[config.mk]
export PLATFORM = sky130hd
export DESIGN_NAME = nvm_self_write_controller
export DESIGN_NICKNAME = d
export VERILOG_FILES = /design/src/logic/nvm_pkg.sv /design/src/logic/nvm_self_write_controller.sv
export SDC_FILE = /design/constraint.sdc
export NUM_CORES = 1
export LEC_CHECK = 0
export ABC_CLOCK_PERIOD_IN_PS = 4430
export BUFFER_PORTS_ARGS = -buffer_cell sky130_fd_sc_hd__buf_2
export CORE_AREA = 5 5 252 254
export DETAILED_ROUTE_END_ITERATION = 7
export DIE_AREA = 0 0 257 259
export PLACE_DENSITY_LB_ADDON = 0.2
export SLEW_MARGIN = 40
export SYNTH_ARGS = -nofsm -noshare
export SYNTH_HDL_FRONTEND = slang
export SYNTH_SLANG_ARGS = --single-unit
[constraint.sdc]
create_clock -name i_clock -period 4.43 [get_ports i_clock]
set_clock_uncertainty 0.15 [all_clocks]
set_input_delay 0.443 -clock i_clock [delete_from_list [all_inputs] [get_ports i_clock]]
set_output_delay 0.443 -clock i_clock [all_outputs]
set_load 0.01 [all_outputs]
[src/logic/nvm_pkg.sv]
// constants, register map and types for the nonvolatile memory controller
package nvm_pkg;
	// ----------------------------------------------------------------
	// clock and self-timed operation lengths
	// ----------------------------------------------------------------
	localparam int unsigned CLK_MHZ        = 10;     // system clock rate
	localparam int unsigned PFM_ERASE_US   = 2000;   // row erase time
	localparam int unsigned PFM_WRITE_US   = 2000;   // row program time
	localparam int unsigned DFM_WRITE_US   = 4000;   // byte erase plus write
	localparam int unsigned PFM_ERASE_CYC  = PFM_ERASE_US * CLK_MHZ;
	localparam int unsigned PFM_WRITE_CYC  = PFM_WRITE_US * CLK_MHZ;
	localparam int unsigned DFM_WRITE_CYC  = DFM_WRITE_US * CLK_MHZ;
	localparam int unsigned UNLOCK_GAP_CYC = 4;      // most cycles between steps
	localparam int unsigned TIMER_W        = 20;     // operation timer width
	// ----------------------------------------------------------------
	// register byte addresses
	// ----------------------------------------------------------------
	localparam logic [15:0] OFF_ADR_LO = 16'h1c8c;   // address low byte
	localparam logic [15:0] OFF_ADR_HI = 16'h1c8d;   // address high byte
	localparam logic [15:0] OFF_DAT_LO = 16'h1c8e;   // low data register
	localparam logic [15:0] OFF_DAT_HI = 16'h1c8f;   // data high byte
	localparam logic [15:0] OFF_CTRL   = 16'h1c90;   // control register
	localparam logic [15:0] OFF_UNLOCK = 16'h1c91;   // unlock register
	localparam logic [15:0] OFF_STAT   = 16'h1c92;   // completion status
	// ----------------------------------------------------------------
	// field positions
	// ----------------------------------------------------------------
	localparam int unsigned B_RD    = 0;             // read start
	localparam int unsigned B_WR    = 1;             // write start
	localparam int unsigned B_WRITE_ENABLE_BIT  = 2;             // write enable bit
	localparam int unsigned B_WERR  = 3;             // write error flag
	localparam int unsigned B_FREE  = 4;             // erase select
	localparam int unsigned B_LATCH_ONLY_MODE  = 5;             // latch only mode
	localparam int unsigned B_REGS  = 6;             // region select bit
	localparam int unsigned B_DONE  = 0;             // completion flag
	localparam int unsigned B_IE    = 1;             // completion interrupt enable
	// ----------------------------------------------------------------
	// values and memory map
	// ----------------------------------------------------------------
	localparam logic [7:0]  UNLOCK_A    = 8'h55;     // first unlock byte
	localparam logic [7:0]  UNLOCK_B    = 8'haa;     // second unlock byte
	localparam logic [13:0] LATCH_BLANK = 14'h3fff;  // erased latch value
	localparam int unsigned ROW_WORDS   = 32;        // latches per row
	localparam int unsigned LAT_W       = 5;         // latch index width
	localparam logic [15:0] DFM_BASE    = 16'hf000;  // data flash start
	localparam logic [15:0] DFM_SIZE    = 16'h0100;  // data flash bytes
	localparam logic [3:0]  DFM_SPACE   = 4'hf;      // data flash space nibble
	localparam logic [3:0]  IND_DFM_TAG = 4'h7;      // indirect data flash tag
	localparam logic [15:0] UID_LO      = 16'h8000;  // user id range
	localparam logic [15:0] UID_HI      = 16'h8003;
	localparam logic [15:0] CFG_LO      = 16'h8007;  // configuration word range
	localparam logic [15:0] CFG_HI      = 16'h800b;
	// array operation codes
	localparam logic [1:0]  OP_NONE  = 2'h0;
	localparam logic [1:0]  OP_ERASE = 2'h1;
	localparam logic [1:0]  OP_ROW   = 2'h2;
	localparam logic [1:0]  OP_DFM   = 2'h3;
	// ----------------------------------------------------------------
	// state types
	// ----------------------------------------------------------------
	typedef enum logic [1:0] {ULK_IDLE, ULK_GOT_A, ULK_ARMED} unlock_e;
	typedef enum logic [1:0] {ST_IDLE, ST_READ, ST_STREAM, ST_PROG} ctl_e;
endpackage : nvm_pkg

[src/logic/nvm_self_write_controller.sv]
// nonvolatile memory self-write controller: registers, unlock, array sequencing
`timescale 1ns/1ns
module nvm_self_write_controller #(
	parameter int unsigned PFM_ERASE_CYC  = nvm_pkg::PFM_ERASE_CYC,
	parameter int unsigned PFM_WRITE_CYC  = nvm_pkg::PFM_WRITE_CYC,
	parameter int unsigned DFM_WRITE_CYC  = nvm_pkg::DFM_WRITE_CYC,
	parameter int unsigned UNLOCK_GAP_CYC = nvm_pkg::UNLOCK_GAP_CYC
) (
	// clock and resets
	input  wire logic        i_clock,
	input  wire logic        i_rst_n,
	input  wire logic        i_por_n,
	// register port
	input  wire logic [15:0] i_reg_addr,
	input  wire logic [7:0]  i_reg_wdata,
	input  wire logic        i_reg_wr,
	input  wire logic        i_reg_rd,
	output logic      [7:0]  o_reg_rdata,
	// cpu side
	input  wire logic        i_seq_break,
	output logic             o_cpu_stall,
	output logic             o_nvm_irq,
	// indirect read path
	input  wire logic        i_ind_rd,
	input  wire logic [15:0] i_ind_addr,
	output logic      [7:0]  o_ind_rdata,
	output logic             o_ind_valid,
	// protection configuration
	input  wire logic [14:0] i_pfm_wp_limit,
	input  wire logic        i_data_flash_protect_cfg,
	// flash array
	output logic      [15:0] o_mem_addr,
	output logic             o_mem_rd,
	input  wire logic [13:0] i_mem_rdata,
	output logic             o_mem_lat_we,
	output logic      [13:0] o_mem_wdata,
	output logic             o_mem_start,
	output logic      [1:0]  o_mem_op
);
	// ----------------------------------------------------------------
	// storage
	// ----------------------------------------------------------------
	nvm_pkg::unlock_e                ulk_q;          // unlock tracker
	nvm_pkg::ctl_e                   st_q;           // operation sequencer
	logic [3:0]                      ulk_cnt_q;      // cycles since last step
	logic [nvm_pkg::TIMER_W-1:0]     timer_q;        // self-timed countdown
	logic [nvm_pkg::LAT_W-1:0]       idx_q;          // latch stream index
	logic [7:0]                      adr_lo_q;       // address low byte
	logic [6:0]                      adr_hi_q;       // address high bits
	logic [7:0]                      dat_lo_q;       // low data register
	logic [5:0]                      dat_hi_q;       // data high bits
	logic                            regs_q;         // region select bit
	logic                            latch_only_mode_q;         // latch only mode
	logic                            free_q;         // erase select
	logic                            write_enable_bit_q;         // write enable bit
	logic                            werr_q;         // write error flag
	logic                            wr_q;           // write start bit
	logic                            rd_q;           // read start bit
	logic                            done_q;         // completion flag
	logic                            ie_q;           // completion interrupt enable
	logic                            ind_pend_q;     // indirect read in flight
	logic                            ind_dfm_q;      // indirect hit data flash
	logic [13:0]                     lat_q [nvm_pkg::ROW_WORDS];  // write latches

	// ----------------------------------------------------------------
	// decode
	// ----------------------------------------------------------------
	logic [15:0] full_adr;      // region bit joined to address
	logic        wr_ctrl;       // write to control register
	logic        wr_ulk;        // write to unlock register
	logic        go;            // armed start request
	logic        g_regs;        // region bit of the start write
	logic        g_dfm_space;   // start targets data flash space
	logic        dfm_hit;       // address inside implemented data flash
	logic        pfm_wp;        // program side location is protected
	logic        reject;        // start refused for protection
	logic        ulk_broken;    // sequence interrupted
	logic        lat_load;      // latch only load
	logic        blank_lat;     // latches back to blank
	logic        op_end;        // self-timed operation finished
	logic        ind_go;        // indirect read accepted

	assign full_adr = {regs_q, adr_hi_q, adr_lo_q};
	assign wr_ctrl  = i_reg_wr && (i_reg_addr == nvm_pkg::OFF_CTRL);
	assign wr_ulk   = i_reg_wr && (i_reg_addr == nvm_pkg::OFF_UNLOCK);
	// start is only seen once the tracker is armed
	assign go       = wr_ctrl && i_reg_wdata[nvm_pkg::B_WR] &&
	                  (ulk_q == nvm_pkg::ULK_ARMED) && (st_q == nvm_pkg::ST_IDLE);
	assign g_regs   = i_reg_wdata[nvm_pkg::B_REGS];
	// region select with the space nibble routes to data flash space, else to configuration or program flash
	assign g_dfm_space = g_regs && (adr_hi_q[6:4] == nvm_pkg::DFM_SPACE[2:0]);
	assign dfm_hit  = ({1'b1, adr_hi_q, adr_lo_q} >= nvm_pkg::DFM_BASE) &&
	                  ({1'b1, adr_hi_q, adr_lo_q} < (nvm_pkg::DFM_BASE + nvm_pkg::DFM_SIZE));
	// configuration side: only user id and config words take writes
	always_comb begin
		logic [15:0] a;
		a = {g_regs, adr_hi_q, adr_lo_q};
		if (g_regs) begin
			pfm_wp = !(((a >= nvm_pkg::UID_LO) && (a <= nvm_pkg::UID_HI)) ||
			           ((a >= nvm_pkg::CFG_LO) && (a <= nvm_pkg::CFG_HI)));
		end else begin
			pfm_wp = ({adr_hi_q, adr_lo_q} < i_pfm_wp_limit);
		end
	end
	// refusal cases: protected row op, blocked or missing data flash
	always_comb begin
		reject   = 1'b0;
		lat_load = 1'b0;
		if (go && i_reg_wdata[nvm_pkg::B_WRITE_ENABLE_BIT]) begin
			if (g_dfm_space) begin
				reject = !dfm_hit || !i_data_flash_protect_cfg;
			end else if (i_reg_wdata[nvm_pkg::B_FREE]) begin
				reject = pfm_wp;
			end else if (i_reg_wdata[nvm_pkg::B_LATCH_ONLY_MODE]) begin
				lat_load = 1'b1;  // protection ignored
			end else begin
				reject = pfm_wp;
			end
		end
	end
	// a foreign write, a disturbance or a late step breaks the sequence
	assign ulk_broken = (ulk_q != nvm_pkg::ULK_IDLE) &&
	                    (i_seq_break || (32'(ulk_cnt_q) >= UNLOCK_GAP_CYC) ||
	                     (i_reg_wr && !wr_ulk && !go));
	assign op_end     = (st_q == nvm_pkg::ST_PROG) && (timer_q == '0);
	assign blank_lat  = op_end && (o_mem_op == nvm_pkg::OP_ROW);
	assign ind_go     = i_ind_rd && (st_q == nvm_pkg::ST_IDLE) && !go &&
	                    !(wr_ctrl && i_reg_wdata[nvm_pkg::B_RD]);

	// ----------------------------------------------------------------
	// unlock tracker
	// ----------------------------------------------------------------
	// steps must come in order and close together
	always_ff @(posedge i_clock) begin
		if (!i_rst_n) begin
			ulk_q     <= nvm_pkg::ULK_IDLE;
			ulk_cnt_q <= 4'h0;
		end else if (ulk_broken) begin
			ulk_q     <= nvm_pkg::ULK_IDLE;
			ulk_cnt_q <= 4'h0;
		end else if (wr_ulk) begin
			ulk_cnt_q <= 4'h0;
			if (i_reg_wdata == nvm_pkg::UNLOCK_A) begin
				ulk_q <= nvm_pkg::ULK_GOT_A;
			end else if (i_reg_wdata == nvm_pkg::UNLOCK_B && ulk_q == nvm_pkg::ULK_GOT_A) begin
				ulk_q <= nvm_pkg::ULK_ARMED;
			end else begin
				ulk_q <= nvm_pkg::ULK_IDLE;
			end
		end else if (go) begin
			ulk_q     <= nvm_pkg::ULK_IDLE;                 // sequence consumed
			ulk_cnt_q <= 4'h0;
		end else if (ulk_q != nvm_pkg::ULK_IDLE && ulk_cnt_q != 4'hf) begin
			ulk_cnt_q <= ulk_cnt_q + 4'h1;
		end
	end

	// ----------------------------------------------------------------
	// write error flag
	// ----------------------------------------------------------------
	// power-on clears; a later reset during a self-write leaves it set
	always_ff @(posedge i_clock) begin
		if (!i_por_n) begin
			werr_q <= 1'b0;
		end else if (!i_rst_n) begin
			werr_q <= werr_q | wr_q;
		end else if (reject || ulk_broken) begin
			werr_q <= 1'b1;
		end else if (wr_ctrl) begin
			werr_q <= i_reg_wdata[nvm_pkg::B_WERR];
		end
	end

	// ----------------------------------------------------------------
	// control bits
	// ----------------------------------------------------------------
	// mode bits are plain storage except free, which hw clears after an erase; start and read bits are set and hw cleared
	always_ff @(posedge i_clock) begin
		if (!i_rst_n) begin
			regs_q <= 1'b0;
			latch_only_mode_q <= 1'b0;
			free_q <= 1'b0;
			write_enable_bit_q <= 1'b0;
			wr_q   <= 1'b0;
			rd_q   <= 1'b0;
		end else begin
			if (wr_ctrl && st_q == nvm_pkg::ST_IDLE) begin
				regs_q <= i_reg_wdata[nvm_pkg::B_REGS];
				latch_only_mode_q <= i_reg_wdata[nvm_pkg::B_LATCH_ONLY_MODE];
				free_q <= i_reg_wdata[nvm_pkg::B_FREE];
				write_enable_bit_q <= i_reg_wdata[nvm_pkg::B_WRITE_ENABLE_BIT];
			end else if (op_end && o_mem_op == nvm_pkg::OP_ERASE) begin
				free_q <= 1'b0;
			end
			// start held only for array ops; refused or disabled ones never set
			if (go && i_reg_wdata[nvm_pkg::B_WRITE_ENABLE_BIT] && !reject && !lat_load) begin
				wr_q <= 1'b1;
			end else if (op_end) begin
				wr_q <= 1'b0;
			end
			if (wr_ctrl && i_reg_wdata[nvm_pkg::B_RD] && !go && st_q == nvm_pkg::ST_IDLE) begin
				rd_q <= 1'b1;
			end else if (st_q == nvm_pkg::ST_READ) begin
				rd_q <= 1'b0;
			end
		end
	end

	// ----------------------------------------------------------------
	// address and data registers
	// ----------------------------------------------------------------
	// read results overwrite data; otherwise software writes hold
	always_ff @(posedge i_clock) begin
		if (!i_rst_n) begin
			adr_lo_q <= 8'h00;
			adr_hi_q <= 7'h00;
			dat_lo_q <= 8'h00;
			dat_hi_q <= 6'h00;
		end else begin
			if (i_reg_wr && i_reg_addr == nvm_pkg::OFF_ADR_LO && st_q == nvm_pkg::ST_IDLE) begin
				adr_lo_q <= i_reg_wdata;
			end
			if (i_reg_wr && i_reg_addr == nvm_pkg::OFF_ADR_HI && st_q == nvm_pkg::ST_IDLE) begin
				adr_hi_q <= i_reg_wdata[6:0];
			end
			if (st_q == nvm_pkg::ST_READ) begin
				if (full_adr[15:12] == nvm_pkg::DFM_SPACE) begin
					dat_lo_q <= dfm_hit ? i_mem_rdata[7:0] : 8'h00;
					dat_hi_q <= 6'h00;
				end else begin
					dat_lo_q <= i_mem_rdata[7:0];
					dat_hi_q <= i_mem_rdata[13:8];
				end
			end else begin
				if (i_reg_wr && i_reg_addr == nvm_pkg::OFF_DAT_LO) begin
					dat_lo_q <= i_reg_wdata;
				end
				if (i_reg_wr && i_reg_addr == nvm_pkg::OFF_DAT_HI) begin
					dat_hi_q <= i_reg_wdata[5:0];
				end
			end
		end
	end

	// ----------------------------------------------------------------
	// write latches
	// ----------------------------------------------------------------
	// one entry per word of the row; low five address bits pick it
	for (genvar gi = 0; gi < nvm_pkg::ROW_WORDS; gi++) begin : g_lat
		always_ff @(posedge i_clock) begin
			if (!i_rst_n || blank_lat) begin
				lat_q[gi] <= nvm_pkg::LATCH_BLANK;
			end else if (lat_load && adr_lo_q[nvm_pkg::LAT_W-1:0] == nvm_pkg::LAT_W'(gi)) begin
				lat_q[gi] <= {dat_hi_q, dat_lo_q};
			end
		end
	end

	// ----------------------------------------------------------------
	// operation sequencer
	// ----------------------------------------------------------------
	// drives the array and holds the cpu stalled while busy
	always_ff @(posedge i_clock) begin
		if (!i_rst_n) begin
			st_q         <= nvm_pkg::ST_IDLE;
			timer_q      <= '0;
			idx_q        <= '0;
			o_mem_addr   <= 16'h0000;
			o_mem_rd     <= 1'b0;
			o_mem_lat_we <= 1'b0;
			o_mem_wdata  <= 14'h0000;
			o_mem_start  <= 1'b0;
			o_mem_op     <= nvm_pkg::OP_NONE;
			o_cpu_stall  <= 1'b0;
		end else begin
			o_mem_rd     <= 1'b0;
			o_mem_lat_we <= 1'b0;
			o_mem_start  <= 1'b0;
			unique case (st_q)
				nvm_pkg::ST_IDLE: begin
					if (go && i_reg_wdata[nvm_pkg::B_WRITE_ENABLE_BIT] && !reject && !lat_load) begin
						o_mem_addr  <= {g_regs, adr_hi_q, adr_lo_q};
						o_cpu_stall <= 1'b1;
						if (g_dfm_space) begin
							o_mem_op    <= nvm_pkg::OP_DFM;
							o_mem_wdata <= {6'h00, dat_lo_q};
							o_mem_start <= 1'b1;
							timer_q     <= nvm_pkg::TIMER_W'(DFM_WRITE_CYC - 1);
							st_q        <= nvm_pkg::ST_PROG;
						end else if (i_reg_wdata[nvm_pkg::B_FREE]) begin
							o_mem_op    <= nvm_pkg::OP_ERASE;
							o_mem_start <= 1'b1;
							timer_q     <= nvm_pkg::TIMER_W'(PFM_ERASE_CYC - 1);
							st_q        <= nvm_pkg::ST_PROG;
						end else begin
							o_mem_op <= nvm_pkg::OP_ROW;
							idx_q    <= '0;
							st_q     <= nvm_pkg::ST_STREAM;
						end
					end else if (wr_ctrl && i_reg_wdata[nvm_pkg::B_RD] && !go) begin
						o_mem_addr  <= {i_reg_wdata[nvm_pkg::B_REGS], adr_hi_q, adr_lo_q};
						o_mem_rd    <= 1'b1;
						o_cpu_stall <= 1'b1;
						st_q        <= nvm_pkg::ST_READ;
					end else if (ind_go && i_ind_addr[15:12] == nvm_pkg::IND_DFM_TAG) begin
						// read-only path: only a read is ever issued
						o_mem_addr <= {1'b1, i_ind_addr[14:0]};
						o_mem_rd   <= 1'b1;
					end
				end
				nvm_pkg::ST_READ: begin
					o_cpu_stall <= 1'b0;
					st_q        <= nvm_pkg::ST_IDLE;
				end
				nvm_pkg::ST_STREAM: begin
					// hand each latch to the array; start programming with the last latch
					o_mem_addr   <= {o_mem_addr[15:nvm_pkg::LAT_W], idx_q};
					o_mem_wdata  <= lat_q[idx_q];
					o_mem_lat_we <= 1'b1;
					idx_q        <= idx_q + 1'b1;
					if (idx_q == nvm_pkg::LAT_W'(nvm_pkg::ROW_WORDS - 1)) begin
						o_mem_start <= 1'b1;
						timer_q     <= nvm_pkg::TIMER_W'(PFM_WRITE_CYC - 1);
						st_q        <= nvm_pkg::ST_PROG;
					end
				end
				nvm_pkg::ST_PROG: begin
					if (timer_q == '0) begin
						o_cpu_stall <= 1'b0;
						o_mem_op    <= nvm_pkg::OP_NONE;
						st_q        <= nvm_pkg::ST_IDLE;
					end else begin
						timer_q <= timer_q - 1'b1;
					end
				end
			endcase
		end
	end

	// ----------------------------------------------------------------
	// indirect read answer
	// ----------------------------------------------------------------
	// unimplemented or untagged addresses answer zero
	always_ff @(posedge i_clock) begin
		if (!i_rst_n) begin
			ind_pend_q  <= 1'b0;
			ind_dfm_q   <= 1'b0;
			o_ind_rdata <= 8'h00;
			o_ind_valid <= 1'b0;
		end else begin
			ind_pend_q  <= ind_go;
			ind_dfm_q   <= ind_go && (i_ind_addr[15:12] == nvm_pkg::IND_DFM_TAG) &&
			               ({4'h0, i_ind_addr[11:0]} < nvm_pkg::DFM_SIZE);
			o_ind_valid <= ind_pend_q;
			if (ind_pend_q) begin
				o_ind_rdata <= ind_dfm_q ? i_mem_rdata[7:0] : 8'h00;
			end
		end
	end

	// ----------------------------------------------------------------
	// completion status and interrupt
	// ----------------------------------------------------------------
	// completion sets the flag; set wins over a clearing write
	always_ff @(posedge i_clock) begin
		if (!i_rst_n) begin
			done_q    <= 1'b0;
			ie_q      <= 1'b0;
			o_nvm_irq <= 1'b0;
		end else begin
			if (op_end) begin
				done_q <= 1'b1;
			end else if (i_reg_wr && i_reg_addr == nvm_pkg::OFF_STAT) begin
				done_q <= i_reg_wdata[nvm_pkg::B_DONE];
			end
			if (i_reg_wr && i_reg_addr == nvm_pkg::OFF_STAT) begin
				ie_q <= i_reg_wdata[nvm_pkg::B_IE];
			end
			o_nvm_irq <= done_q && ie_q;
		end
	end

	// ----------------------------------------------------------------
	// register read port
	// ----------------------------------------------------------------
	// data one cycle after the strobe; unmapped reads answer zero
	always_ff @(posedge i_clock) begin
		if (!i_rst_n) begin
			o_reg_rdata <= 8'h00;
		end else if (i_reg_rd) begin
			unique case (i_reg_addr)
				nvm_pkg::OFF_ADR_LO: o_reg_rdata <= adr_lo_q;
				nvm_pkg::OFF_ADR_HI: o_reg_rdata <= {1'b0, adr_hi_q};
				nvm_pkg::OFF_DAT_LO: o_reg_rdata <= dat_lo_q;
				nvm_pkg::OFF_DAT_HI: o_reg_rdata <= {2'b00, dat_hi_q};
				nvm_pkg::OFF_CTRL:   o_reg_rdata <= {1'b0, regs_q, latch_only_mode_q, free_q,
				                                     werr_q, write_enable_bit_q, wr_q, rd_q};
				nvm_pkg::OFF_STAT:   o_reg_rdata <= {6'h00, ie_q, done_q};
				default:             o_reg_rdata <= 8'h00;  // unlock reads zero
			endcase
		end else begin
			o_reg_rdata <= 8'h00;
		end
	end
endmodule : nvm_self_write_controller

==> flow_results.org <==
** Timing
- Setup repair after global routing left no endpoint under its margin.
- Number of setup violations in the final report :: 0
- For the pin with the worst max-slew slack, the measured transition is 0.850 ns.
- Hold is met by 0.0374 ns.
- The worst pin sits at a relative slew slack of 42.7%.
- Time the final worst path needs with I/O delays and setup :: 3.96 ns
- After layout, the worst path uses 89.3% of the clock period.
- Final Slew Violations :: 0
- Final-report hold violation count :: 0
- Setup total negative slack on the finished layout was measured at 0 ns.
- Timing would allow up to 0.253 GHz.

** Route
- Dividing the detail-routed wire length by the instance count gives 25.3 um.
- The detailed router finished its first iteration with 1835 violations.
- Summed over all nets, wire length on met3 after detailed routing comes to 5530 um.
- Top layer used by detailed routing :: met5
- The detailed router put a total of 32400 um of wire on met1.
- DRC Markers :: 0
- The first detailed-routing pass ran for 5 iterations.
- Using the TritonRoute via totals, the vias-per-cell ratio works out to 5.91.
- The routed design has 75700 um of wire.
- Once detail routing completed, the nets flagged for antenna violations numbered 0.
- Across all layers, the routed design uses 17700 vias.
- Met2 WL post-DR :: 35500 um

** Floorplan
- The floorplan step set the die height to 259 um.
- During I/O placement, the number of pins put on the boundary was 131.
- From left edge to right edge, the die measures 257 um.
- Effective utilization at floorplan :: 44.3%
- Core ar. :: 61000 um^2
- After floorplanning, the core was divided into 91 placement rows.
- Die area :: 66600 um^2

** Pwr
- IR drop worst, VDD :: 0.000299 V
- Power spread over the standard cell area amounts to 374 nW/um^2.
- Power comes to 11.5 mW.
- Static Leakage :: 10.2 nW

** Layout
- Share of final-layout standard cells stronger than drive strength 1 :: 31.9%
- Area occupied by multi-input gates :: 10100 um^2
- Utilization of the core after routing :: 50.6%
- From synthesis to final layout, the design area changed by 14.2%.
- Counting the fill cells in the layout gives 5217.
- Summing all flip-flop and latch instances after layout gives 16100 um^2.
- Number of nets in the finished design :: 2256
- Antenna diode count :: 0

** Job
- Count of maximum capacitance violations :: 0

** Logic synthesis
- Dominant synthesized flop cell :: sky130_fd_sc_hd__edfxtp_1
- Of all flip-flops after synthesis, the portion carrying an async set or reset was 0%.
- Counting flops and latches in the post-synthesis netlist gives 580.
- Synthesis produced a netlist with a net count of 2150.
- The cell count after synthesis came out at 2055.
- Sequential elements use 59.6% of the synthesized area.
- Synth Cell Area :: 27000 um^2
- A synthesized cell averages 13.2 um^2.
- Synth warnings :: 0
- Synthesis instantiated 66 different standard cells from the library.
- Number of enable-type register cells in the synthesized netlist :: 448

** Clocking
- Resized Gates After CTS :: 0
- Clock-pin slew was measured on the worst setup and hold paths at 0.07 ns.
- In this run, CTS created clock tree buffers numbering 61.
- Post-CTS setup repair buffer count :: 0
- H-tree depth :: 2
- Number of clock sinks seen by CTS :: 580
- The longest clock path from root to sink contains 3 buffers.
- Root Buffer Master :: sky130_fd_sc_hd__clkbuf_16
- Clock latency on the worst-skew pair, taken at its later pin, is 0.63 ns.
- TritonCTS clock tree :: built

** Global routing
- For this run the aggregate overflow at the end of global routing stands at 0.
- The initial antenna violation count was 4.
- Global-route wire length before repair :: 115000 um
- Vias in the first global route :: 18000
- GRT Resource Usage Total :: 22.6%
- Entering global routing, the biggest net connects 89 pins.

** Placed design
- Count of input and output buffers :: 130
- Final weighted congestion of routability-driven global placement :: 0.889
- Detailed placement finished with a half-perimeter wire length of 49900 um.

** Setup path
- The critical path in this run is classified as reg -> reg.
- Top fanout value on the critical path :: 16
- CP Data Required Time :: 4.77 ns
- Arrival time of data at the critical path endpoint :: 4.30 ns
- STA classifies the critical path endpoint as a flip-flop.
- Startpoint types :: flip-flop

** Worst hold path
- Hold WC Path Type :: in -> reg

** Run status
- The flow ran to the end, and the final reports show no timing, DRC or antenna violations.
-- worst paths after layout --
check	startpoint	to	slack [ns]	cells past startpoint
max reg2reg	timer_q[1]	lat_q[7][11]	0.47	11
min reg2reg	o_mem_wdata[10]	o_mem_wdata[10]	0.32	2
max	timer_q[1]	lat_q[7][11]	0.47	11
min	i_reg_wdata[1]	ie_q	0.04	3
-- placed cells by master, fill, tap and decap left out, types with 28 or more instances in the layout --
master / n
sky130_fd_sc_hd__or2_2: 226
sky130_fd_sc_hd__buf_4: 78
sky130_fd_sc_hd__edfxtp_1: 448
sky130_fd_sc_hd__a21oi_1: 54
sky130_fd_sc_hd__nand2_1: 69
sky130_fd_sc_hd__nor2_1: 104
sky130_fd_sc_hd__clkbuf_16: 64
sky130_fd_sc_hd__or3_1: 234
sky130_fd_sc_hd__o21ai_0: 56
sky130_fd_sc_hd__o21ai_1: 33
sky130_fd_sc_hd__nand3_1: 31
sky130_fd_sc_hd__mux4_2: 142
sky130_fd_sc_hd__dfxtp_1: 123
sky130_fd_sc_hd__inv_1: 28
sky130_fd_sc_hd__mux2i_1: 49
sky130_fd_sc_hd__buf_2: 130
-- state kept, by name (all words and copies together), names as in the netlist, 2 cells and up, named ones only --
register and flops:
ulk_q 2, dat_hi_q 6, idx_q 5, adr_lo_q 8
o_ind_rdata 8, o_reg_rdata 8, o_mem_op 2, dat_lo_q 8
adr_hi_q 7, timer_q 20, lat_q 448, o_mem_wdata 14
ulk_cnt_q 4, st_q 2, o_mem_addr 16
-- layout make-up --
type	instances	area share (%)
tap	790	3.20
clock buffer	78	5.49
inverter	29	0.353
sequential	580	52.2
multi-input combinational	1252	32.7
timing repair buffer	237	5.24
clock inverter	32	0.783
-- synth_stat cells (8+ instances only) --
| cell type | instances | area [um^2] |
|---|---|---|
| sky130_fd_sc_hd__a211oi_1 | 18 | 135 |
| sky130_fd_sc_hd__nor4_1 | 11 | 68.8 |
| sky130_fd_sc_hd__inv_1 | 29 | 109 |
| sky130_fd_sc_hd__o21ai_0 | 88 | 440 |
| sky130_fd_sc_hd__edfxtp_1 | 448 | 13500 |
| sky130_fd_sc_hd__nand2b_1 | 16 | 100 |
| sky130_fd_sc_hd__buf_1 | 21 | 78.8 |
| sky130_fd_sc_hd__ha_1 | 18 | 225 |
| sky130_fd_sc_hd__mux2i_1 | 49 | 490 |
| sky130_fd_sc_hd__or3_1 | 235 | 1470 |
| sky130_fd_sc_hd__nor3_1 | 26 | 130 |
| sky130_fd_sc_hd__nand2_1 | 69 | 259 |
| sky130_fd_sc_hd__nor2b_1 | 14 | 87.6 |
| sky130_fd_sc_hd__dfxtp_1 | 132 | 2640 |
| sky130_fd_sc_hd__nand3_1 | 31 | 155 |
| sky130_fd_sc_hd__a222oi_1 | 9 | 90.1 |
| sky130_fd_sc_hd__or2_2 | 226 | 1410 |
| sky130_fd_sc_hd__mux4_2 | 142 | 3200 |
| sky130_fd_sc_hd__or4_1 | 9 | 67.6 |
| sky130_fd_sc_hd__o2111ai_1 | 8 | 70.1 |
| sky130_fd_sc_hd__buf_2 | 24 | 120 |
| sky130_fd_sc_hd__a21oi_1 | 54 | 270 |
| sky130_fd_sc_hd__nand4_1 | 10 | 62.6 |
| sky130_fd_sc_hd__a22oi_1 | 14 | 105 |
| sky130_fd_sc_hd__o22ai_1 | 8 | 50.1 |
| sky130_fd_sc_hd__nor2_1 | 106 | 398 |
| sky130_fd_sc_hd__clkbuf_1 | 147 | 552 |
-- metrics by stage --
stage | instance area, um^2 | instances | worst slack (ns)
after floorplan | 27000 | 2055 | 0.838
after global placement | 28700 | 2868 | 0.537
after detailed placement | 28700 | 2868 | 0.478
after CTS | 30800 | 2998 | 0.456
after global routing | 30900 | 2998 | 0.160
final | 30900 | 2998 | 0.473
-- power by group --
part | internal, mW | switching (mW)
registers | 6.05 | 0.0564
clock network | 2.86 | 2.14
logic | 0.179 | 0.264
-- metal layers --
metal | vias up | global-route usage, %
met5 | - | 0
met3 | 124 | 4.09
li1 | 8001 | -
met1 | 8886 | 32.0
met4 | 4 | 6.78
met2 | 716 | 36.2
-- worst max-delay path, cell delays in order (launching register included) --
cell and delay (ns):
sky130_fd_sc_hd__dfxtp_1 0.31, sky130_fd_sc_hd__inv_1 0.07, sky130_fd_sc_hd__ha_1 0.17, sky130_fd_sc_hd__or3b_2 0.48, sky130_fd_sc_hd__or3_1 0.44, sky130_fd_sc_hd__nor4_1 0.39
sky130_fd_sc_hd__nand3_1 0.39, sky130_fd_sc_hd__o21ai_0 0.44, sky130_fd_sc_hd__nor3_2 0.09, sky130_fd_sc_hd__buf_4 0.22, sky130_fd_sc_hd__nand2b_1 0.44, sky130_fd_sc_hd__or2_2 0.22
-- cell families (layout without fill, tap and decap cells) --
group | after synthesis | after routing | share of synthesized area, %
AO/OA/AOI/OAI | 247 | 247 | 5.82
XOR/XNOR | 3 | 3 | 0.0972
AND/OR/NAND/NOR | 793 | 793 | 16.8
multiplexers | 191 | 191 | 13.6
buffers and inverters | 223 | 376 | 3.24
adder cells (fa/ha/maj) | 18 | 18 | 0.833
flip-flops | 580 | 580 | 59.6
-- what timing repair did --
action / 4_1_cts / 5_1_grt
endpoints found under the setup margin: 0 / 0
hold buffers: 20 / 0
hold endpoints to repair: 21 / 0
Note: power is estimated with default switching activity, not from simulation.
